--- src/verilog/pccs_pkg.sv ---
package pccs_pkg;
    // Bus clock output count and register map
    localparam int PCCS_NUM_OUTS = 5;
    localparam int PCCS_ADDR_W = 4;
    localparam logic [3:0] PCCS_OFS_OCC = 4'h0;
    localparam logic [3:0] PCCS_OFS_STATUS = 4'h4;
    localparam logic [4:0] PCCS_OCC_RST = 5'h00;
    // Status field positions
    localparam int PCCS_ST_HOST = 0;
    localparam int PCCS_ST_SYNC_HALF = 1;
    localparam int PCCS_ST_SYNC_IN = 2;
    localparam int PCCS_ST_SEL_LSB = 8;
    localparam logic [31:0] PCCS_UNMAPPED_RD = 32'h0000_0000;

    typedef struct packed {
        logic read;
        logic write;
        logic [PCCS_ADDR_W-1:0] address;
        logic [31:0] writedata;
    } pccs_av_req_t;

    typedef struct packed {
        logic waitrequest;
        logic [31:0] readdata;
    } pccs_av_rsp_t;

    typedef enum logic [1:0] {
        PCCS_CAP_WAIT,
        PCCS_CAP_SAMPLE,
        PCCS_CAP_DONE
    } pccs_cap_state_t;
endpackage

--- src/verilog/pccs_clock_select.sv ---
// Overview of operation
// - Host mode uses reference clock as primary.
// - Agent mode uses bus clock as primary.
// - Primary clock feeds divide-by-two, then output muxes.
// - Strap picks full or half sync output.
// - Per-output register bit picks full or half.
module pccs_clock_select (
    // Clock and reset
    input wire logic sys_clk_in,
    input wire logic resetn_in,
    // Avalon-MM slave
    input wire pccs_pkg::pccs_av_req_t av_req_in,
    output pccs_pkg::pccs_av_rsp_t av_rsp_out,
    // Straps and clock pins
    input wire logic host_mode_strap_in,
    input wire logic sync_out_divide_strap_in,
    input wire logic primary_ref_clock_in,
    input wire logic bus_clock_in,
    input wire logic sync_clock_in,
    // Clock outputs
    output logic sync_clock_out,
    output logic [pccs_pkg::PCCS_NUM_OUTS-1:0] bus_clock_out
);
    import pccs_pkg::*;

    localparam int N = PCCS_NUM_OUTS;

    // Input synchronisers
    logic [4:0] sy1_q, sy1_d, sy2_q, sy2_d;
    logic ref_s, bus_s, host_s, div_s, syncin_s;

    always_comb begin
        sy1_d = {sync_clock_in, sync_out_divide_strap_in, host_mode_strap_in,
                 bus_clock_in, primary_ref_clock_in};
        sy2_d = sy1_q;
    end

    always_ff @(posedge sys_clk_in) begin
        sy1_q <= sy1_d;
        sy2_q <= sy2_d;
    end

    assign ref_s = sy2_q[0];
    assign bus_s = sy2_q[1];
    assign host_s = sy2_q[2];
    assign div_s = sy2_q[3];
    assign syncin_s = sy2_q[4];

    // Strap capture after reset release
    pccs_cap_state_t cap_q, cap_d;
    logic host_q, host_d;

    always_comb begin
        cap_d = cap_q;
        host_d = host_q;
        case (cap_q)
            PCCS_CAP_WAIT: cap_d = PCCS_CAP_SAMPLE;
            PCCS_CAP_SAMPLE: begin
                host_d = host_s;
                cap_d = PCCS_CAP_DONE;
            end
            PCCS_CAP_DONE: cap_d = PCCS_CAP_DONE;
            default: cap_d = PCCS_CAP_WAIT;
        endcase
        if (!resetn_in) begin
            cap_d = PCCS_CAP_WAIT;
            host_d = 1'b0;
        end
    end

    always_ff @(posedge sys_clk_in) begin
        cap_q <= cap_d;
        host_q <= host_d;
    end

    // Primary source, divider and output muxes
    logic prim_q, prim_d, half_q, half_d, quiet;
    logic sync_sel_q, sync_sel_d, sync_q, sync_d;
    logic [N-1:0] occ_q, occ_d, sel_q, sel_d, out_q, out_d;

    assign quiet = !prim_q && !half_q;

    always_comb begin
        prim_d = host_q ? ref_s : bus_s;
        half_d = (prim_d && !prim_q) ? !half_q : half_q;
        sync_sel_d = quiet ? div_s : sync_sel_q;
        sync_d = sync_sel_q ? half_q : prim_q;
        if (!resetn_in) begin
            prim_d = 1'b0;
            half_d = 1'b0;
            sync_sel_d = 1'b0;
            sync_d = 1'b0;
        end
    end

    for (genvar i = 0; i < N; i++) begin : g_out
        always_comb begin
            sel_d[i] = quiet ? occ_q[i] : sel_q[i];
            out_d[i] = sel_q[i] ? half_q : prim_q;
            if (!resetn_in) begin
                sel_d[i] = 1'b0;
                out_d[i] = 1'b0;
            end
        end
    end

    always_ff @(posedge sys_clk_in) begin
        prim_q <= prim_d;
        half_q <= half_d;
        sync_sel_q <= sync_sel_d;
        sync_q <= sync_d;
        sel_q <= sel_d;
        out_q <= out_d;
    end

    assign sync_clock_out = sync_q;
    assign bus_clock_out = out_q;

    // Avalon-MM slave, one wait cycle
    logic ack_q, ack_d;
    logic [31:0] rd_q, rd_d;
    logic req, hit;
    logic [31:0] status;

    assign req = av_req_in.read || av_req_in.write;
    assign hit = req && !ack_q;

    always_comb begin
        status = 32'h0000_0000;
        status[PCCS_ST_HOST] = host_q;
        status[PCCS_ST_SYNC_HALF] = sync_sel_q;
        status[PCCS_ST_SYNC_IN] = syncin_s;
        status[PCCS_ST_SEL_LSB +: N] = sel_q;
    end

    always_comb begin
        ack_d = hit;
        occ_d = occ_q;
        rd_d = rd_q;
        if (ack_q && av_req_in.write && av_req_in.address == PCCS_OFS_OCC) begin
            occ_d = av_req_in.writedata[N-1:0];
        end
        if (hit && av_req_in.read) begin
            case (av_req_in.address)
                PCCS_OFS_OCC: rd_d = {{(32-N){1'b0}}, occ_q};
                PCCS_OFS_STATUS: rd_d = status;
                default: rd_d = PCCS_UNMAPPED_RD;
            endcase
        end
        if (!resetn_in) begin
            ack_d = 1'b0;
            occ_d = PCCS_OCC_RST;
            rd_d = 32'h0000_0000;
        end
    end

    always_ff @(posedge sys_clk_in) begin
        ack_q <= ack_d;
        occ_q <= occ_d;
        rd_q <= rd_d;
    end

    assign av_rsp_out = '{waitrequest: !ack_q, readdata: rd_q};
endmodule

--- config.mk ---
export PLATFORM = sky130hd
export DESIGN_NAME = pccs_clock_select
export DESIGN_NICKNAME = d
export VERILOG_FILES = /design/src/verilog/pccs_pkg.sv /design/src/verilog/pccs_clock_select.sv
export SDC_FILE = /design/constraint.sdc
export NUM_CORES = 1
export LEC_CHECK = 0
export BUFFER_PORTS_ARGS = -buffer_cell sky130_fd_sc_hd__buf_2
export CAP_MARGIN = 20
export CORE_ASPECT_RATIO = 0.6
export CORE_MARGIN = 10
export CORE_UTILIZATION = 40
export CTS_BUF_LIST = sky130_fd_sc_hd__clkbuf_16
export DETAILED_ROUTE_END_ITERATION = 16
export GPL_TIMING_DRIVEN = 0
export PLACE_DENSITY = 0.76
export SLEW_MARGIN = 0
export SYNTH_ARGS = -nofsm -noshare
export SYNTH_HDL_FRONTEND = slang
export SYNTH_SLANG_ARGS = --single-unit
--- constraint.sdc ---
create_clock -name sys_clk_in -period 0.95 [get_ports sys_clk_in]
set_clock_uncertainty 0.05 [all_clocks]
set_input_delay 0.095 -clock sys_clk_in [delete_from_list [all_inputs] [get_ports sys_clk_in]]
set_output_delay 0.095 -clock sys_clk_in [all_outputs]
set_load 0.02 [all_outputs]
==> flow_summary.ini <==
[synthesis]
top_post_synthesis_cells_by_area = sky130_fd_sc_hd__dfxtp_1 51%, sky130_fd_sc_hd__buf_4 10%, sky130_fd_sc_hd__mux2i_1 9.4%, sky130_fd_sc_hd__a21boi_0 5.3%, sky130_fd_sc_hd__nand2_1 4.6%
synth_top_area_share = 0.507
syn_avg_cell_area_um2 = 9.94
yosysSeqAreaShare = 0.507
yosysTopAreaCell = sky130_fd_sc_hd__dfxtp_1
synth_edf_count = 0
number_of_cells_produced_by_synthesis = 171
post_synth_instance_area_mm2 = 0.00170
synth.yosys.warnings = 0
synth_async_sr_flop_share = 0
ys_dominant_reg_cell = sky130_fd_sc_hd__dfxtp_1
ys_types = 24
synth_seq_cells = 43

[cells_and_area]
fin_nets = 290
final_layout_size_suffix_gt1_frac = 0.418
finalCoreUtilization = 0.608
ant_cells = 0
layout-area-overhead-vs-synth_pct = 46.6

[timing]
worst_slack_ns = -0.122
setup_tns_ns = -0.904
min_period_ns = 1.07
grt_setup_unrepaired = yes
final_min_period_over_clock_period = 1.13
hold_slack_ns = 0.00840
finalHoldViolations = 0
clock.fmax_mhz = 933
drv_slew = 0
final_setup_vio_count = 14

[routing]
first_iter_violations = 74
drc = 0
route.detailed.wl_per_inst_um = 13.5
final_antenna_net_count = 0
drt_pass1_iterations = 4
vias = 1311
routed_wl_um = 4100
routed_via_density = 4.31

[critical_path]
critPathSlowestCell = sky130_fd_sc_hd__dfxtp_2
timing.setup.critical_path_class = reg2reg
worst_ep_required_time_ns = 1.11
capturing_element_type_of_the_critical_path = flip-flop
setup.worst_path.start_class = flip-flop
crit_path_cell_trace = mux2i_2 -> or3_1 -> a21boi_2
path_delay_family = flip-flops
cp_max_fo = 3
cp_num_buf_inv = 0
cpPeakStageDelay_ns = 0.33
cp_data_arrival_time_ns = 1.23

[pwr]
vdd_drop_max_mv = 1.35
post-layout-total-power_uw = 4530
cellPowerDensity_mw_per_mm2 = 1820
cellLeakagePower_uw = 0.00109

[floorplanning]
dieHeight_um = 70.5
placementRows = 18
core_area_mm2 = 0.00410
fp.dieW_um = 104
top_level_ports = 84
design.die.area_mm2 = 0.00734
initial_utilization = 0.415

[cts]
clock_tree.root_cell = sky130_fd_sc_hd__clkbuf_16
clk_pin_slew_worst_paths_ns = 0.06
tritoncts = built
clkSinkCount = 43
cts_max_path_buffers = 2
clk-insertion-delay-late_ns = 0.28
clock_tree.htree_level_count = 2
cts-buffers-inserted = 5

[placed_design]
io_buffers = 32
finalWeightedCongestion = 0.776
hpwl_after_dpl_um = 2730

[run_status]
failed_checks = setup timing
outcome = finished with violations

[global_route]
grt_antenna_before_repair = 0
first_global_vias = 1295
grt_pass1_wl_um = 6560
gr-total-overflow = 0
grt.total_usage = 0.109
grt_max_degree = 15

[hold_path]
worst_hold_path_type = in2reg

[job]
drv.max_cap_violation_count = 0
cell type report:
type	instances	area, um2
Inverter	3	13.8
Tap cell	60	75.1
Timing Repair Buffer	44	309
Clock inverter	3	43.8
Fill cell	346	1610
Multi-Input combinational cell	114	800
Buffer	32	249
Clock buffer	5	125
Sequential cell	43	876
repair_timing:
item	CTS	global route
buffers inserted	4	1
hold buffers	5	0
gates cloned	2	0
hold endpoints to repair	5	0
pin swaps	10	5
resized for setup	36	26
endpoints found under the setup margin	27	34
worst reg2reg max path, cell delays in order, from the launching register on:
cell and delay (ns):
sky130_fd_sc_hd__dfxtp_2 0.33, sky130_fd_sc_hd__mux2i_2 0.16, sky130_fd_sc_hd__or3_1 0.33, sky130_fd_sc_hd__a21boi_2 0.13
path summary, 6_finish.rpt:
| check | start | slack (ns) | to | cells past startpoint |
|---|---|---|---|---|
| setup / recovery | host_q$_SDFFE_PN0N_ | -0.12 | half_q$_SDFFE_PN0P_ | 3 |
| setup reg to reg | host_q$_SDFFE_PN0N_ | -0.12 | half_q$_SDFFE_PN0P_ | 3 |
| hold reg to reg | sy1_q[0]$_DFF_P_ | 0.28 | sy2_q[0]$_DFF_P_ | 0 |
| hold / removal | av_req_in[1] | 0.008 | occ_q[1]$_SDFFE_PN0P_ | 3 |
through the flow:
stage | area (um2) | worst slack (ns) | std cells
2_1_floorplan | 1790 | -0.0412 | 192
3_3_place_gp | 2020 | -0.304 | 284
3_5_place_dp | 2020 | -0.328 | 284
4_1_cts | 2400 | -0.107 | 303
5_1_grt | 2490 | -0.162 | 304
6_report | 2490 | -0.122 | 304
synth_stat cells, types with 2 or more instances:
library cell and n:
sky130_fd_sc_hd__clkbuf_1 5, sky130_fd_sc_hd__nand2b_1 2, sky130_fd_sc_hd__inv_1 3, sky130_fd_sc_hd__nand3_1 2, sky130_fd_sc_hd__nand2_1 21, sky130_fd_sc_hd__nand4_1 5
sky130_fd_sc_hd__and2_1 2, sky130_fd_sc_hd__o31ai_1 2, sky130_fd_sc_hd__buf_2 4, sky130_fd_sc_hd__buf_4 23, sky130_fd_sc_hd__o21ai_0 7, sky130_fd_sc_hd__a21boi_0 12
sky130_fd_sc_hd__a211oi_1 3, sky130_fd_sc_hd__dfxtp_1 43, sky130_fd_sc_hd__mux2i_1 16, sky130_fd_sc_hd__nor2b_1 9, sky130_fd_sc_hd__nor2_1 4, sky130_fd_sc_hd__ha_1 2
logic make-up (layout without fill, tap and decap cells):
group,after synthesis,after routing,share of synthesized area
compound gates,26,26,0.105
fa+ha+maj,2,2,0.0147
other cells,1,22,0.00221
simple gates,48,48,0.147
buf+inv,35,87,0.131
mux,16,16,0.0943
flops,43,43,0.507
state kept, by name, indices dropped and copies added, names as in the netlist, 2 cells and up:
signal	count
sel_q	5
occ_q	5
sy2_q	5
bus_clock_out	5
sy1_q	5
rd_q	10
cap_q	2
per-layer routing:
metal	wire length (um)	vias up	track usage
met3	208	5	0.0449
li1	-	673	-
met5	0	-	0
met4	34	0	0.0323
met2	2050	24	0.186
met1	1810	609	0.123
layout by cell type, fill, tap and decap left out, types with 4 or more instances in the layout:
cell,netlist,layout
sky130_fd_sc_hd__nor2b_1,9,8
sky130_fd_sc_hd__clkbuf_16,0,5
sky130_fd_sc_hd__mux2i_1,16,15
sky130_fd_sc_hd__buf_2,4,25
sky130_fd_sc_hd__a21boi_0,12,4
sky130_fd_sc_hd__dlygate4sd3_1,0,5
sky130_fd_sc_hd__nand4_1,5,5
sky130_fd_sc_hd__buf_4,23,34
sky130_fd_sc_hd__nand2_1,21,21
sky130_fd_sc_hd__conb_1,1,22
sky130_fd_sc_hd__dfxtp_1,43,37
sky130_fd_sc_hd__buf_6,0,6
sky130_fd_sc_hd__a21boi_1,0,7
report_power, final:
| part | switching (uW) | internal (uW) |
|---|---|---|
| Sequential | 61.2 | 1890 |
| Combinational | 348 | 309 |
| Clock | 678 | 1240 |
| Total | 1090 | 3440 |
Power figures use the tool's default switching activity.
